## src/crsi_defines.svh

```systemverilog
`ifndef CRSI_DEFINES_SVH
`define CRSI_DEFINES_SVH

// register file
`define CRSI_NUM_REGS 32
`define CRSI_REG_LAST 8'h1F
`define CRSI_PTR_X 5'h1A
`define CRSI_PTR_Y 5'h1C
`define CRSI_PTR_Z 5'h1E

// i/o addresses of stack pointer bytes
`define CRSI_IO_SPL 6'h3D
`define CRSI_IO_SPH 6'h3E

// top of data sram, stack pointer reset value
`define CRSI_SRAM_TOP 16'h08FF

// core flags register: global enable position
`define CRSI_GIE_BIT 7

// interrupt sources; index 0 is the lowest vector, so highest priority
`define CRSI_NUM_IRQ 8
`define CRSI_VEC_STEP 16'h0002
`define CRSI_VEC_FIRST 16'h0002

// timing in core clock cycles
`define CRSI_ENTRY_CYCLES 4
`define CRSI_WAKE_CYCLES 4
`define CRSI_RETURN_CYCLES 2

`endif

```

## src/crsi_pkg.sv

```systemverilog
package crsi_pkg;
    typedef enum logic [2:0] {
        CRSI_SP_NONE,
        CRSI_SP_PUSH,
        CRSI_SP_POP,
        CRSI_SP_CALL,
        CRSI_SP_RET,
        CRSI_SP_HANDLER_EXIT
    } crsi_spop_t;

    typedef enum logic [1:0] {
        CRSI_WR_NONE,
        CRSI_WR_BYTE,
        CRSI_WR_WORD
    } crsi_wrmode_t;
endpackage

```

## src/crsi_regfile.sv

```systemverilog
`timescale 1ns/10ps
`default_nettype none
`include "crsi_defines.svh"

// 32x8 working registers; two byte read ports plus a word read port,
// one byte or word write port, all within one cycle
module crsi_regfile
    import crsi_pkg::*;
(
    input wire logic clk,
    input wire logic rstN,
    input wire logic [4:0] rdAddrA,
    input wire logic [4:0] rdAddrB,
    output logic [7:0] rdDataA,
    output logic [7:0] rdDataB,
    output logic [15:0] rdWord,
    input wire crsi_wrmode_t wrMode,
    input wire logic [4:0] wrAddr,
    input wire logic [15:0] wrData,
    output logic [15:0] ptrX,
    output logic [15:0] ptrY,
    output logic [15:0] ptrZ
);
    logic [7:0] regs [0:`CRSI_NUM_REGS-1];
    logic [4:0] wrAddrEven;
    logic [4:0] rdAddrHi;

    assign wrAddrEven = {wrAddr[4:1], 1'b0};
    assign rdAddrHi = {rdAddrA[4:1], 1'b1};

    // reads are combinational so an alu op reads and writes in one cycle
    assign rdDataA = regs[rdAddrA];
    assign rdDataB = regs[rdAddrB];
    assign rdWord = {regs[rdAddrHi], regs[{rdAddrA[4:1], 1'b0}]};
    assign ptrX = {regs[`CRSI_PTR_X + 5'h01], regs[`CRSI_PTR_X]};
    assign ptrY = {regs[`CRSI_PTR_Y + 5'h01], regs[`CRSI_PTR_Y]};
    assign ptrZ = {regs[`CRSI_PTR_Z + 5'h01], regs[`CRSI_PTR_Z]};

    always_ff @(posedge clk or negedge rstN)
    begin
        if (!rstN)
        begin
            for (int i = 0; i < `CRSI_NUM_REGS; i++)
            begin
                regs[i] <= 8'h00;
            end
        end
        else
        begin
            unique case (wrMode)
                CRSI_WR_BYTE:
                begin
                    regs[wrAddr] <= wrData[7:0];
                end
                CRSI_WR_WORD:
                begin
                    // low byte at the even address
                    regs[wrAddrEven] <= wrData[7:0];
                    regs[wrAddrEven + 5'h01] <= wrData[15:8];
                end
                CRSI_WR_NONE:
                begin
                end
                default:
                begin
                end
            endcase
        end
    end
endmodule
`default_nettype wire

```

## src/crsi_core.sv

```systemverilog
`timescale 1ns/10ps
`default_nettype none
`include "crsi_defines.svh"

module crsi_core
    import crsi_pkg::*;
(
    input wire logic clk_sys,
    input wire logic rst_n,
    // operand / alu register ports
    input wire logic [4:0] rdAddrA,
    input wire logic [4:0] rdAddrB,
    output logic [7:0] rdDataA,
    output logic [7:0] rdDataB,
    output logic [15:0] rdWord,
    input wire crsi_wrmode_t wrMode,
    input wire logic [4:0] wrAddr,
    input wire logic [15:0] wrData,
    output logic [15:0] ptrX,
    output logic [15:0] ptrY,
    output logic [15:0] ptrZ,
    // data-space access to the working registers
    input wire logic dsRead,
    input wire logic dsWrite,
    input wire logic [15:0] dsAddr,
    input wire logic [7:0] dsWrData,
    output logic dsHit,
    output logic [7:0] dsRdData,
    // i/o port for stack pointer bytes
    input wire logic ioWrite,
    input wire logic [5:0] ioAddr,
    input wire logic [7:0] ioWrData,
    output logic [7:0] ioRdData,
    // stack operations from the decoder
    input wire crsi_spop_t spOp,
    input wire logic [15:0] pcNow,
    input wire logic [7:0] pushData,
    output logic [15:0] stackPtr,
    output logic stackWrite,
    output logic [15:0] stackAddr,
    output logic [7:0] stackWrData,
    // global enable / core flags register bit 7
    input wire logic unmaskAllOp,
    input wire logic maskAllOp,
    input wire logic flagsWrite,
    input wire logic [7:0] flagsWrData,
    output logic globalEnable,
    // interrupt sources
    input wire logic [`CRSI_NUM_IRQ-1:0] irqIsLevel,
    input wire logic [`CRSI_NUM_IRQ-1:0] irqEnable,
    input wire logic [`CRSI_NUM_IRQ-1:0] irqEvent,
    input wire logic [`CRSI_NUM_IRQ-1:0] irqLevel,
    input wire logic flagClrWrite,
    input wire logic [`CRSI_NUM_IRQ-1:0] flagClrData,
    output logic [`CRSI_NUM_IRQ-1:0] irqFlags,
    // vector relocation
    input wire logic vectorRelocateSelect,
    input wire logic [7:0] vectorTableBase,
    // sequencing with the core
    input wire logic instrBoundary,
    input wire logic coreSleeping,
    output logic irqBusy,
    output logic pcLoad,
    output logic [15:0] pcLoadValue,
    output logic [$clog2(`CRSI_NUM_IRQ)-1:0] irqAckIndex
);
    typedef enum logic [2:0] {
        CRSI_IDLE,
        CRSI_WAKE,
        CRSI_ENTRY,
        CRSI_RETURN,
        CRSI_HOLD
    } crsi_irqst_t;

    localparam int IRQ_W = $clog2(`CRSI_NUM_IRQ);

    logic rstSync1;
    logic rstSync2;
    logic rstN;
    logic [`CRSI_NUM_IRQ-1:0] evSync1;
    logic [`CRSI_NUM_IRQ-1:0] evSync2;
    logic [`CRSI_NUM_IRQ-1:0] evPrev;
    logic [`CRSI_NUM_IRQ-1:0] lvSync1;
    logic [`CRSI_NUM_IRQ-1:0] lvSync2;
    logic [`CRSI_NUM_IRQ-1:0] evRise;
    logic [`CRSI_NUM_IRQ-1:0] pending;
    logic [`CRSI_NUM_IRQ-1:0] ackClear;
    logic [IRQ_W-1:0] winIndex;
    logic winValid;
    crsi_irqst_t state;
    logic [2:0] cycleCount;
    logic [15:0] retLow;
    logic [15:0] vecAddr;
    logic [15:0] sp;
    logic dsRegHit;
    crsi_wrmode_t rfWrMode;
    logic [4:0] rfWrAddr;
    logic [15:0] rfWrData;
    logic gieBlocked;

    // reset release through two flops
    always_ff @(posedge clk_sys or negedge rst_n)
    begin
        if (!rst_n)
        begin
            rstSync1 <= 1'b0;
            rstSync2 <= 1'b0;
        end
        else
        begin
            rstSync1 <= 1'b1;
            rstSync2 <= rstSync1;
        end
    end
    assign rstN = rstSync2;

    // interrupt pins come from peripherals on other clocks: synchronise
    always_ff @(posedge clk_sys or negedge rstN)
    begin
        if (!rstN)
        begin
            evSync1 <= '0;
            evSync2 <= '0;
            evPrev <= '0;
            lvSync1 <= '0;
            lvSync2 <= '0;
        end
        else
        begin
            evSync1 <= irqEvent;
            evSync2 <= evSync1;
            evPrev <= evSync2;
            lvSync1 <= irqLevel;
            lvSync2 <= lvSync1;
        end
    end
    assign evRise = evSync2 & ~evPrev & ~irqIsLevel;

    // data-space mapping of working registers
    assign dsRegHit = (dsAddr <= {8'h00, `CRSI_REG_LAST});
    assign dsHit = (dsRead | dsWrite) & dsRegHit;
    assign dsRdData = rdDataA;

    // data-space write takes the write port; decoder avoids same-cycle use
    always_comb
    begin
        rfWrMode = wrMode;
        rfWrAddr = wrAddr;
        rfWrData = wrData;
        if (dsWrite && dsRegHit)
        begin
            rfWrMode = CRSI_WR_BYTE;
            rfWrAddr = dsAddr[4:0];
            rfWrData = {8'h00, dsWrData};
        end
    end

    crsi_regfile u_regfile (
        .clk(clk_sys),
        .rstN(rstN),
        .rdAddrA((dsRead && dsRegHit) ? dsAddr[4:0] : rdAddrA),
        .rdAddrB(rdAddrB),
        .rdDataA(rdDataA),
        .rdDataB(rdDataB),
        .rdWord(rdWord),
        .wrMode(rfWrMode),
        .wrAddr(rfWrAddr),
        .wrData(rfWrData),
        .ptrX(ptrX),
        .ptrY(ptrY),
        .ptrZ(ptrZ)
    );

    // pending: event flags or live level conditions, gated by enables
    assign pending = (irqFlags | (lvSync2 & irqIsLevel)) & irqEnable;

    // lowest index = lowest vector address = highest priority
    always_comb
    begin
        winIndex = '0;
        winValid = 1'b0;
        for (int i = `CRSI_NUM_IRQ - 1; i >= 0; i--)
        begin
            if (pending[i])
            begin
                winIndex = IRQ_W'(i);
                winValid = 1'b1;
            end
        end
    end

    // a mask-all in this very cycle blocks the take
    assign gieBlocked = maskAllOp | (flagsWrite & ~flagsWrData[`CRSI_GIE_BIT]);

    // vector: base page when relocated, otherwise low program space
    always_comb
    begin
        vecAddr = `CRSI_VEC_FIRST + 16'(winIndex) * `CRSI_VEC_STEP;
        if (vectorRelocateSelect)
        begin
            vecAddr = {vectorTableBase, 8'h00} + vecAddr;
        end
    end

    // entry/return sequencer
    always_ff @(posedge clk_sys or negedge rstN)
    begin
        if (!rstN)
        begin
            state <= CRSI_IDLE;
            cycleCount <= 3'h0;
            irqAckIndex <= '0;
            pcLoadValue <= 16'h0000;
            retLow <= 16'h0000;
        end
        else
        begin
            unique case (state)
                CRSI_IDLE:
                begin
                    // only at an instruction boundary, so multi-cycle ops finish
                    if (instrBoundary && winValid && globalEnable && !gieBlocked)
                    begin
                        irqAckIndex <= winIndex;
                        pcLoadValue <= vecAddr;
                        retLow <= pcNow;
                        cycleCount <= 3'h0;
                        state <= coreSleeping ? CRSI_WAKE : CRSI_ENTRY;
                    end
                    else if (spOp == CRSI_SP_HANDLER_EXIT)
                    begin
                        cycleCount <= 3'h0;
                        state <= CRSI_RETURN;
                    end
                end
                CRSI_WAKE:
                begin
                    cycleCount <= cycleCount + 3'h1;
                    if (cycleCount == 3'(`CRSI_WAKE_CYCLES - 1))
                    begin
                        cycleCount <= 3'h0;
                        state <= CRSI_ENTRY;
                    end
                end
                CRSI_ENTRY:
                begin
                    cycleCount <= cycleCount + 3'h1;
                    if (cycleCount == 3'(`CRSI_ENTRY_CYCLES - 1))
                    begin
                        state <= CRSI_IDLE;
                    end
                end
                CRSI_RETURN:
                begin
                    cycleCount <= cycleCount + 3'h1;
                    if (cycleCount == 3'(`CRSI_RETURN_CYCLES - 1))
                    begin
                        state <= CRSI_HOLD;
                    end
                end
                CRSI_HOLD:
                begin
                    // one main-program instruction must complete first
                    if (instrBoundary)
                    begin
                        state <= CRSI_IDLE;
                    end
                end
                default:
                begin
                    state <= CRSI_IDLE;
                end
            endcase
        end
    end

    assign irqBusy = (state != CRSI_IDLE);
    assign pcLoad = (state == CRSI_ENTRY)
        && (cycleCount == 3'(`CRSI_ENTRY_CYCLES - 1));
    assign ackClear = pcLoad
        ? (`CRSI_NUM_IRQ'(1) << irqAckIndex) : '0;

    // event flags: a new event wins over any clear in the same cycle
    always_ff @(posedge clk_sys or negedge rstN)
    begin
        if (!rstN)
        begin
            irqFlags <= '0;
        end
        else
        begin
            irqFlags <= (irqFlags
                & ~ackClear
                & ~(flagClrWrite ? flagClrData : '0))
                | evRise;
        end
    end

    // global enable, core flags bit 7
    always_ff @(posedge clk_sys or negedge rstN)
    begin
        if (!rstN)
        begin
            globalEnable <= 1'b0;
        end
        else if (state == CRSI_IDLE && instrBoundary && winValid
            && globalEnable && !gieBlocked)
        begin
            globalEnable <= 1'b0;
        end
        else if (state == CRSI_RETURN
            && cycleCount == 3'(`CRSI_RETURN_CYCLES - 1))
        begin
            globalEnable <= 1'b1;
        end
        else if (maskAllOp)
        begin
            globalEnable <= 1'b0;
        end
        else if (unmaskAllOp)
        begin
            globalEnable <= 1'b1;
        end
        else if (flagsWrite)
        begin
            globalEnable <= flagsWrData[`CRSI_GIE_BIT];
        end
    end

    // stack pointer; hardware entry/return sequencing has priority
    always_ff @(posedge clk_sys or negedge rstN)
    begin
        if (!rstN)
        begin
            sp <= `CRSI_SRAM_TOP;
        end
        else if (state == CRSI_ENTRY && cycleCount < 3'h2)
        begin
            sp <= sp - 16'h0001;
        end
        else if (state == CRSI_RETURN)
        begin
            sp <= sp + 16'h0001;
        end
        else if (ioWrite && ioAddr == `CRSI_IO_SPL)
        begin
            sp <= {sp[15:8], ioWrData};
        end
        else if (ioWrite && ioAddr == `CRSI_IO_SPH)
        begin
            sp <= {ioWrData, sp[7:0]};
        end
        else
        begin
            unique case (spOp)
                CRSI_SP_PUSH: sp <= sp - 16'h0001;
                CRSI_SP_POP: sp <= sp + 16'h0001;
                CRSI_SP_CALL: sp <= sp - 16'h0002;
                CRSI_SP_RET: sp <= sp + 16'h0002;
                default:
                begin
                end
            endcase
        end
    end
    assign stackPtr = sp;

    // i/o read mux for the stack pointer bytes
    always_comb
    begin
        ioRdData = 8'h00;
        if (ioAddr == `CRSI_IO_SPL)
        begin
            ioRdData = sp[7:0];
        end
        else if (ioAddr == `CRSI_IO_SPH)
        begin
            ioRdData = sp[15:8];
        end
    end

    // sram write for pushes: low return byte first, post-decrement
    always_comb
    begin
        stackWrite = 1'b0;
        stackAddr = sp;
        stackWrData = 8'h00;
        if (state == CRSI_ENTRY && cycleCount == 3'h0)
        begin
            stackWrite = 1'b1;
            stackWrData = retLow[7:0];
        end
        else if (state == CRSI_ENTRY && cycleCount == 3'h1)
        begin
            stackWrite = 1'b1;
            stackWrData = retLow[15:8];
        end
        else if (state == CRSI_IDLE && spOp == CRSI_SP_PUSH)
        begin
            stackWrite = 1'b1;
            stackWrData = pushData;
        end
    end
endmodule
`default_nettype wire

```

## config.mk

```make
export PLATFORM = sky130hd
export DESIGN_NAME = crsi_core
export DESIGN_NICKNAME = d
export VERILOG_FILES = /design/src/crsi_pkg.sv /design/src/crsi_regfile.sv /design/src/crsi_core.sv
export VERILOG_INCLUDE_DIRS = /design/src
export SDC_FILE = /design/constraint.sdc
export NUM_CORES = 1
export LEC_CHECK = 0
export BUFFER_PORTS_ARGS = -buffer_cell sky130_fd_sc_hd__buf_4
export CELL_PAD_IN_SITES_DETAIL_PLACEMENT = 2
export CELL_PAD_IN_SITES_GLOBAL_PLACEMENT = 2
export CORE_ASPECT_RATIO = 0.75
export CORE_MARGIN = 8
export CORE_UTILIZATION = 32
export DETAILED_ROUTE_END_ITERATION = 12
export GPL_ROUTABILITY_DRIVEN = 1
export GPL_TIMING_DRIVEN = 0
export PLACE_DENSITY_LB_ADDON = 0.12
export SLEW_MARGIN = 40
export SYNTH_ARGS = -nofsm -noshare
export SYNTH_HDL_FRONTEND = slang
export SYNTH_SLANG_ARGS = --single-unit
```

## constraint.sdc

```tcl
create_clock -name clk_sys -period 10.25 [get_ports clk_sys]
set_clock_uncertainty 0.1 [all_clocks]
set_input_delay 3.075 -clock clk_sys [delete_from_list [all_inputs] [get_ports clk_sys]]
set_output_delay 3.075 -clock clk_sys [all_outputs]
set_load 0.03 [all_outputs]
```

==> flow_summary.ini, run 1 <==
[min_path]
hold_class = reg2async

[sta]
worstMarginPinSlew_ps = 1002
fmax_mhz = 97.26
timing_hold_violations_final = 0
rsz0062_at_grt = no
holdWs_ps = 67.09
fin_crit_sh_pct = 100.3
period_needed_ps = 10280
slew_headroom_pct = 32.81
setup_viol = 2
setup_slack_ps = -31.64
maxSlewViolCount = 0

[grt]
grt-ovfl-total = 0
grt_antenna_before_repair = 2
grt_first_pass_wirelength_um = 199000
grt_pass1_vias = 26690
grt_usage_pct = 33.28
grt_max_degree = 45

[place]
port_buffers = 315
gp_congestion = 0.9810
hpwl_um = 110100
post-place-cells = 4014

[floorplanning]
core_area_um2 = 71570
boundaryPins = 334
rows = 85
fp.dieArea_um2 = 81090
start_util_pct = 32.26
die_h_um = 248.6
die_x_um = 326.2

[detailed_routing]
postRouteAntennaNets = 0
first_pass_iters = 5
drc = 0
route.vias.total = 25270
via_per_inst = 6.160
wl_per_cell_um = 34.19
drt_iter0_markers = 3028
wl_um = 140200

[yosys]
avgSynthCellArea_um2 = 8.519
seq_area_frac_synth_pct = 39.07
synthFlopType = dfrtp_1
ys_warn_count = 0
synthCells = 2710
ys_ff_latch = 360
synth_edf_count = 0
ys_types = 69
syn-cell-area_um2 = 23090
synthArstFlopShare_pct = 100.0

[clock_network]
clock_sinks = 360
h-tree-depth = 2
cts_made_buffers = 43
cts_hold_buffers = 0
tritoncts = done
path_clk_slew_ps = 60
clk_path_buf_depth = 3
clock_latency_ps = 610
cts-root-buf = clkbuf_16

[flow_run]
cap_viol_max_count = 0

[critical_path]
crit_top_cell = buf_4
r2r-start = stackAddr[1]
crit_fanout = 10
crit_buf_inv = 5
max_stage_delay_ps = 690
worstPathArrival_ps = 7110
cp-end-kind = primary output
critPathLaunch = dsAddr[12]
cpLargestDelayFamily = buffers and inverters
ff2ff_path_depth = 9
crit_type = in2out
cp_cell_sequence = buf_4 -> or4_1 -> nor4_1 -> buf_4 -> mux2i_4 -> clkbuf_2 -> clkbuf_1 -> nand2_1 -> nand3_1 -> nand3_1 -> a22oi_1 -> buf_4
crit_slowest_cell = clkbuf_1
worst_setup_path_start_kind = primary input
cp-endpoint = rdWord[10]
r2r-end = stackAddr[15]
r2r_slack_ps = 6710
crit_cells = 12
required_ps = 7080

[run_status]
status = complete, but fails checks
violations = negative setup slack

[cells_and_area]
final_nets = 3298
utilization_pct = 40.36
area_growth_pct = 25.12
fillerInstances = 8024
stdcell_count = 4102
drive_above_1_share_pct = 25.37

[power_and_ir_drop]
p_leak_nw = 12.55
p_total_mw = 7.108
max-vdd-ir-drop_mv = 0.1300
p_per_area_nw_per_um2 = 246.1
## state kept, by name, indices dropped and copies added (netlist names), 8 cells and up
register and cells:
u_regfile.ptrY 16, u_regfile.regs 208, stackAddr 16, lvSync1 8, pcLoadValue 12, evSync2 8, irqFlags 8, lvSync2 8
retLow 16, u_regfile.ptrZ 16, evPrev 8, evSync1 8, u_regfile.ptrX 16
## area by class of cell
cell class                      count  area, um2  share of cell area [%]
Multi-Input combinational cell   2057      12780                   44.23
Buffer                            270       1473                   5.098
Clock buffer                       59       1206                   4.176
Sequential cell                   360       9024                   31.24
Inverter                           26      97.59                  0.3379
Timing Repair Buffer              350       2856                   9.889
Antenna cell                        4      10.01                 0.03465
Tap cell                          957       1197                   4.145
Clock inverter                     19      245.2                  0.8490
## worst min-delay path by stage
stage                from                  end  slack [ps]  cells after the start
2_1_floorplan    rstSync1                 rstN         230                      0
5_1_grt              rstN  u_regfile.regs[242]          90                      0
3_5_place_dp         rstN  u_regfile.regs[166]          70                      0
6_report             rstN  u_regfile.regs[242]          70                      0
3_3_place_gp   lvSync1[7]           lvSync2[7]         230                      0
4_1_cts              rstN  u_regfile.regs[242]          80                      0
## worst reg2reg max path, delay by kind of cell (launching register included)
kind / cells / cell delay, ps
buffers and inverters: 1 / 280
DFF: 1 / 410
AOI/OAI and AO/OA: 4 / 750
and+or+nand+nor: 4 / 1900
## Yosys cell counts, drive strengths merged, types with 4 or more instances
master | number | area share [%]
nor4 | 7 | 0.25
mux4 | 80 | 7.8
or2 | 15 | 0.41
or4 | 4 | 0.13
a32oi | 13 | 0.49
nor2b | 13 | 0.35
a21oi | 269 | 5.8
xor2 | 14 | 0.53
nor3b | 9 | 0.29
o211ai | 16 | 0.52
mux2 | 38 | 1.9
a311oi | 5 | 0.19
clkbuf | 117 | 1.9
a221oi | 13 | 0.49
o221ai | 5 | 0.19
nor2 | 222 | 3.7
nand2 | 566 | 9.2
mux2i | 55 | 2.4
and3 | 18 | 0.49
a21o | 21 | 0.68
and2 | 8 | 0.22
dfrtp | 351 | 38
nand4 | 18 | 0.49
a22oi | 61 | 2.0
buf | 153 | 4.1
nand3 | 144 | 3.1
o22a | 34 | 1.3
nand2b | 21 | 0.57
a22o | 14 | 0.53
a31oi | 33 | 0.89
o21ai | 183 | 4.0
ha | 23 | 1.2
inv | 26 | 0.42
a211oi | 18 | 0.63
xnor2 | 18 | 0.68
or3 | 14 | 0.38
nor3 | 34 | 1.0
dfstp | 9 | 1.0
o22ai | 13 | 0.35
## cell families (layout without fill, tap and decap cells)
logic type	Yosys count	in the layout	share of synthesized area, %
buf+inv	296	724	6.427
compound gates	723	723	19.00
mux	173	173	12.04
fa+ha+maj	24	24	1.333
other cells	2	9	0.03253
xor+xnor	32	32	1.214
simple gates	1100	1100	20.89
flops	360	360	39.07
## metal layers
metal | track usage [%] | vias up | part of all wire, %
li1 | - | 10420 | -
met1 | 47.25 | 13260 | 44
met5 | 0 | - | 0.014
met4 | 10.94 | 2 | 3.5
met2 | 47.12 | 1327 | 41
met3 | 11.05 | 260 | 11
## cell usage in the layout (no fill, tap or decap), drive strengths merged, types with 9 or more instances in the layout
master,synthesis,final
nor3b,9,9
dfstp,9,9
a211oi,18,18
xnor2,18,18
o22a,34,34
buf,153,498
clkbuf,117,181
a221oi,13,13
ha,23,23
and3,18,18
nor2b,13,13
a21o,21,21
nor3,34,34
nand3,144,144
dfrtp,351,351
xor2,14,14
a32oi,13,13
o211ai,16,16
nor2,222,222
a22o,14,14
mux2i,55,55
a22oi,61,61
nand2,566,566
or2,15,15
mux2,38,38
nand4,18,18
mux4,80,80
o21ai,183,183
nand2b,21,21
a31oi,33,33
or3,14,14
a21oi,269,269
o22ai,13,13
inv,26,29
## power breakdown
part	internal [mW]	switching [mW]
Clock	0.914	0.728
Sequential	1.81	0.630
Combinational	1.19	1.83
## through the flow
stage                     instance area, um2  setup TNS [ps]  setup WS [ps]
final                                  28890          -54.02         -31.64
after global routing                   28880               0          7.836
after CTS                              28800               0         0.5613
after detailed placement               27290          -16000         -858.8
after global placement                 26660          -31610          -1429
after floorplan                        23100               0          495.1
## what timing repair did
action,in CTS,in global routing
pin swaps,0,1
gates resized for setup,24,17
buffers inserted,2,2
endpoints found under the setup margin,30,25
(Power assumes the default switching activity.)
==> inputs of run 2 (changes only) <==
--- a/constraint.sdc
+++ b/constraint.sdc
@@ -3,3 +3,3 @@
 set_input_delay 3.075 -clock clk_sys [delete_from_list [all_inputs] [get_ports clk_sys]]
 set_output_delay 3.075 -clock clk_sys [all_outputs]
-set_load 0.03 [all_outputs]
+set_load 0.05 [all_outputs]
==> run 2 against run 1 <==
The run now ends clean. Final area about the same. Clock-buffer cell count did not move. Power increased by 4.4%. Hold slack better by 2.4 ps. Clock power about the same. Highest routed layer unchanged. Non-clock buffer count is 1 higher. Largest cell class unchanged. Sequential share of layout area is essentially flat. First-iteration DRC count shrank 9.1%. Cell count barely moved. Sequential power about the same.
==> flow_summary.ini, run 2 (synthesis gave the netlist of run 1 again) <==
[cells_and_area]
layout.cells.most_common = nand2_1
drive_above_1_share_pct = 25.49
final_nets = 3299
area_growth_pct = 25.23
layout_common_cells = nand2_1, buf_4, dfrtp_1
largest_reg_flops = 208
design_area_um2 = 28910
largest-register = u_regfile.regs
utilization_pct = 40.40

[power_and_ir_drop]
p_int_mw = 3.925
pwr-share-clk_pct = 22.1
p_total_mw = 7.423
p_leak_nw = 12.56
switching_share_pct = 47.13
switchingPower_mw = 3.498
seqPwrFrac_pct = 32.9
p_per_area_nw_per_um2 = 256.7
power_frac_comb_pct = 45.0
max-vdd-ir-drop_mv = 0.1313

[sta]
timing_hold_violations_final = 0
rsz0062_at_grt = no
maxSlewViolCount = 0
period_needed_ps = 10220
fin_crit_sh_pct = 99.74
setup_viol = 0
fmax_mhz = 97.82
setup_slack_ps = 26.89
slew_headroom_pct = 32.86
worstMarginPinSlew_ps = 1002

[detailed_routing]
wl_um = 140200
first_pass_iters = 6
route.vias.total = 25250
drt_iter0_markers = 2753
drc = 0
wl_per_cell_um = 34.17
postRouteAntennaNets = 0
via_per_inst = 6.155

[grt]
grt_first_pass_wirelength_um = 199000
grt_max_degree = 45
grt_pass1_vias = 26720
grt-ovfl-total = 0
grt_usage_pct = 33.28
grt_antenna_before_repair = 2

[flow_run]
cap_viol_max_count = 0

[critical_path]
worst_setup_path_start_kind = primary input
crit_fanout = 10
cp-end-kind = primary output
required_ps = 7080
crit_type = in2out
r2r_slack_ps = 6750
worstPathArrival_ps = 7050

[floorplanning]
core_area_um2 = 71570
fp.dieArea_um2 = 81090
boundaryPins = 334
rows = 85
die_h_um = 248.6
die_x_um = 326.2
start_util_pct = 32.26

[clock_network]
clock_sinks = 360
cts-root-buf = clkbuf_16
path_clk_slew_ps = 60
tritoncts = done
h-tree-depth = 2
cts_hold_buffers = 0
cts_made_buffers = 43
clock_latency_ps = 610
clk_path_buf_depth = 3

[run_status]
status = complete, no violations

[min_path]
hold_class = reg2async

[place]
pre_cts_ws_ps = -880.6
hpwl_um = 110100
port_buffers = 315
gp_congestion = 0.9810
place_area_um2 = 27290
-- run 2: repair_timing --
item,in CTS,in global routing
pin swaps,0,1
setup buffers,2,3
endpoints found under the setup margin,30,20
gates resized for setup,28,22
-- run 2: final timing paths --
check                              from  cells after the start                  end
max                          dsAddr[12]                     12           rdWord[10]
min                                rstN                      0  u_regfile.regs[242]
max reg2reg                stackAddr[1]                     11        stackAddr[12]
min reg2reg                        rstN                      0  u_regfile.regs[242]
max in group asynchronous         rst_n                      1                 rstN
min in group clk_sys         lvSync1[2]                      0           lvSync2[2]
-- run 2: critical path, stage by stage --
cell and delay (ps):
buf_4 100, or4_1 630, nor4_2 320, buf_4 290, mux2i_4 450, clkbuf_2 420, clkbuf_1 710, nand2_1 150
nand3_1 120, nand3_1 110, a22oi_1 370, buf_4 270
-- run 2: per-layer routing --
layer  wire, um  vias up  track usage [%]
li1           -    10430                -
met1      60930    13220            47.09
met2      58290     1358            47.18
met3      16180      242            11.20
met4       4782        2            10.94
met5         20        -                0
-- run 2: layout make-up --
cell class	count	area, um2
Buffer	270	1481
Fill cell	8022	42660
Inverter	26	97.59
Sequential cell	360	9024
Antenna cell	4	10.01
Timing Repair Buffer	351	2864
Tap cell	957	1197
Multi-Input combinational cell	2057	12790
Clock buffer	59	1206
Clock inverter	19	245.2
-- run 2: power groups by stage --
stage          logic (mW)  clock network (mW)  registers, mW
6_report             3.34                1.64           2.44
5_1_grt              3.53                1.71           2.46
4_1_cts              3.31                1.66           2.40
3_5_place_dp         3.29                   0           2.42
3_3_place_gp         3.12                   0           2.43
2_1_floorplan        2.01                   0           2.35
-- run 2: per-stage QoR --
| step | std cells | TNS, ps | hold WS, ps |
|---|---|---|---|
| after floorplan | 2713 | 0 | 231.1 |
| after global placement | 3985 | -32530 | 232.7 |
| after detailed placement | 4014 | -16770 | 74.11 |
| after CTS | 4094 | 0 | 76.54 |
| after global routing | 4099 | 0 | 86.31 |
| final | 4103 | 0 | 69.45 |
==> inputs of run 3 (changes only) <==
--- a/config.mk
+++ b/config.mk
@@ -16,4 +16,5 @@
 export GPL_ROUTABILITY_DRIVEN = 1
 export GPL_TIMING_DRIVEN = 0
+export MAX_ROUTING_LAYER = met4
 export PLACE_DENSITY_LB_ADDON = 0.12
 export SLEW_MARGIN = 40
--- a/constraint.sdc
+++ b/constraint.sdc
@@ -3,3 +3,3 @@
 set_input_delay 3.075 -clock clk_sys [delete_from_list [all_inputs] [get_ports clk_sys]]
 set_output_delay 3.075 -clock clk_sys [all_outputs]
-set_load 0.05 [all_outputs]
+set_load 0.1 [all_outputs]
==> run 3 against run 2 <==
Non-clock buffer count down 2. Final area up 0.23%. Utilization up 0.091 points. Sequential share of layout area down 0.070 points. Hold slack better by 130 ps. Clock-buffer cell count down 2. Register-to-register slack about the same. Combinational power up 23%. Sequential power about the same. Critical endpoint is now rdDataA[0]. Largest cell class unchanged. Highest routed layer is now met4.
==> flow_summary.ini, run 3 (synthesis gave the netlist of run 1 again) <==
[run_status]
status = complete, no violations

[place]
gp_congestion = 1.009
place_area_um2 = 27190
post-place-cells = 4008
pre_cts_ws_ps = -994.4
hpwl_um = 108600
port_buffers = 315

[flow_run]
cap_viol_max_count = 0

[cells_and_area]
fillerInstances = 7950
layout.cells.most_common = nand2_1
ff_latch_area_um2 = 9024
largest_reg_flops = 208
stdcell_count = 4100
design_area_um2 = 28980
area_growth_pct = 25.51
largest-register = u_regfile.regs
layout_common_cells = nand2_1, buf_4, dfrtp_1
multi_input_area_um2 = 12830
final_nets = 3297
drive_above_1_share_pct = 25.78

[detailed_routing]
via_per_inst = 6.215
drt_iter0_markers = 2812
wl_um = 138400
drc = 0
postRouteAntennaNets = 0
route.vias.total = 25480
wl_per_cell_um = 33.77
first_pass_iters = 5

[floorplanning]
core_area_um2 = 71570
boundaryPins = 334
die_x_um = 326.2
rows = 85
fp.dieArea_um2 = 81090
start_util_pct = 32.26
die_h_um = 248.6

[sta]
setup_tns_ps = 0
fin_crit_sh_pct = 99.90
setup_slack_ps = 10.73
fmax_mhz = 97.66
holdWs_ps = 197.7
worstMarginPinSlew_ps = 957.5
maxSlewViolCount = 0
timing_hold_violations_final = 0
period_needed_ps = 10240
setup_viol = 0
slew_headroom_pct = 35.93

[critical_path]
crit_slowest_cell = or4_1
worstPathArrival_ps = 7060
crit_fanout = 10
max_stage_delay_ps = 600
crit_buf_inv = 6
cp-end-kind = primary output
worst_setup_path_start_kind = primary input
required_ps = 7080
cp_cell_sequence = buf_4 -> or4_1 -> nor4_1 -> buf_4 -> mux2i_4 -> clkbuf_2 -> clkbuf_2 -> nand2_1 -> a211oi_1 -> a31oi_1 -> nand4_1 -> buf_4 -> buf_4
crit_top_cell = buf_4
cpLargestDelayFamily = buffers and inverters
crit_type = in2out

[clock_network]
cts-root-buf = clkbuf_16
h-tree-depth = 2
cts_made_buffers = 43
path_clk_slew_ps = 60
tritoncts = done
clock_latency_ps = 620
clock_sinks = 360
clk_path_buf_depth = 3

[power_and_ir_drop]
p_per_area_nw_per_um2 = 283.7
p_leak_nw = 12.60
max-vdd-ir-drop_mv = 0.1481

[grt]
grt_max_degree = 41
grt_antenna_before_repair = 8
grt_first_pass_wirelength_um = 197500
grt_usage_pct = 33.85
grt_pass1_vias = 26640
grt-ovfl-total = 0

[min_path]
hold_class = reg2async
==> run 3: cell count changes in the layout (fill, tap and decap cells not counted), sizes merged <==
cell,before,now
bufinv,3,5
clkbuf,180,176
clkinv,8,12
clkinvlp,5,4
diode,4,1
inv,29,28
==> run 3: final cells by class <==
cell class	count	share of cell area, %
antenna	1	0.008636
buffer	270	5.194
clock buffer	57	4.102
clock inverter	23	1.114
inverter	26	0.3368
multi-input combinational	2057	44.28
sequential	360	31.14
tap	957	4.132
timing repair buffer	349	9.693
==> run 3: where the power goes <==
part | switching (mW) | total (mW) | internal [mW]
Combinational | 2.90 | 4.10 | 1.19
Clock | 0.730 | 1.69 | 0.958
Sequential | 0.622 | 2.44 | 1.81
Total | 4.26 | 8.22 | 3.96
==> run 3: through the flow <==
stage	power [mW]	utilization [%]
after floorplan	5.138	-
after global placement	6.312	37.30
after global routing	8.522	40.49
after detailed placement	6.467	37.99
after CTS	8.186	40.23
final	8.220	40.49
==> run 3: path summary, 6_finish.rpt <==
check                        startpoint                  end  slack [ps]  depth (start not counted)
min reg2reg                        rstN  u_regfile.regs[182]         200                          0
max in group asynchronous         rst_n                 rstN        7820                          1
max                          dsAddr[12]           rdDataA[0]          10                         13
max reg2reg                stackAddr[1]         stackAddr[7]        6750                          9
min in group clk_sys         evSync1[4]           evSync2[4]         250                          0
min                                rstN  u_regfile.regs[182]         200                          0
==> run 3: per-layer routing <==
layer / GRT usage [%] / wire length, um / vias up
met4: 10.13 / 4427 / 0
met3: 9.120 / 15310 / 256
met1: 47.51 / 60550 / 13360
met5: - / 0 / -
met2: 47.32 / 58150 / 1451
li1: - / - / 10420
==> run 3: repair_timing <==
item / 4_1_cts / 5_1_grt
hold buffers: 0 / 0
resized for setup: 40 / 33
endpoints found under the setup margin: 30 / 25
setup buffers: 2 / 7
pin swaps: 0 / 1
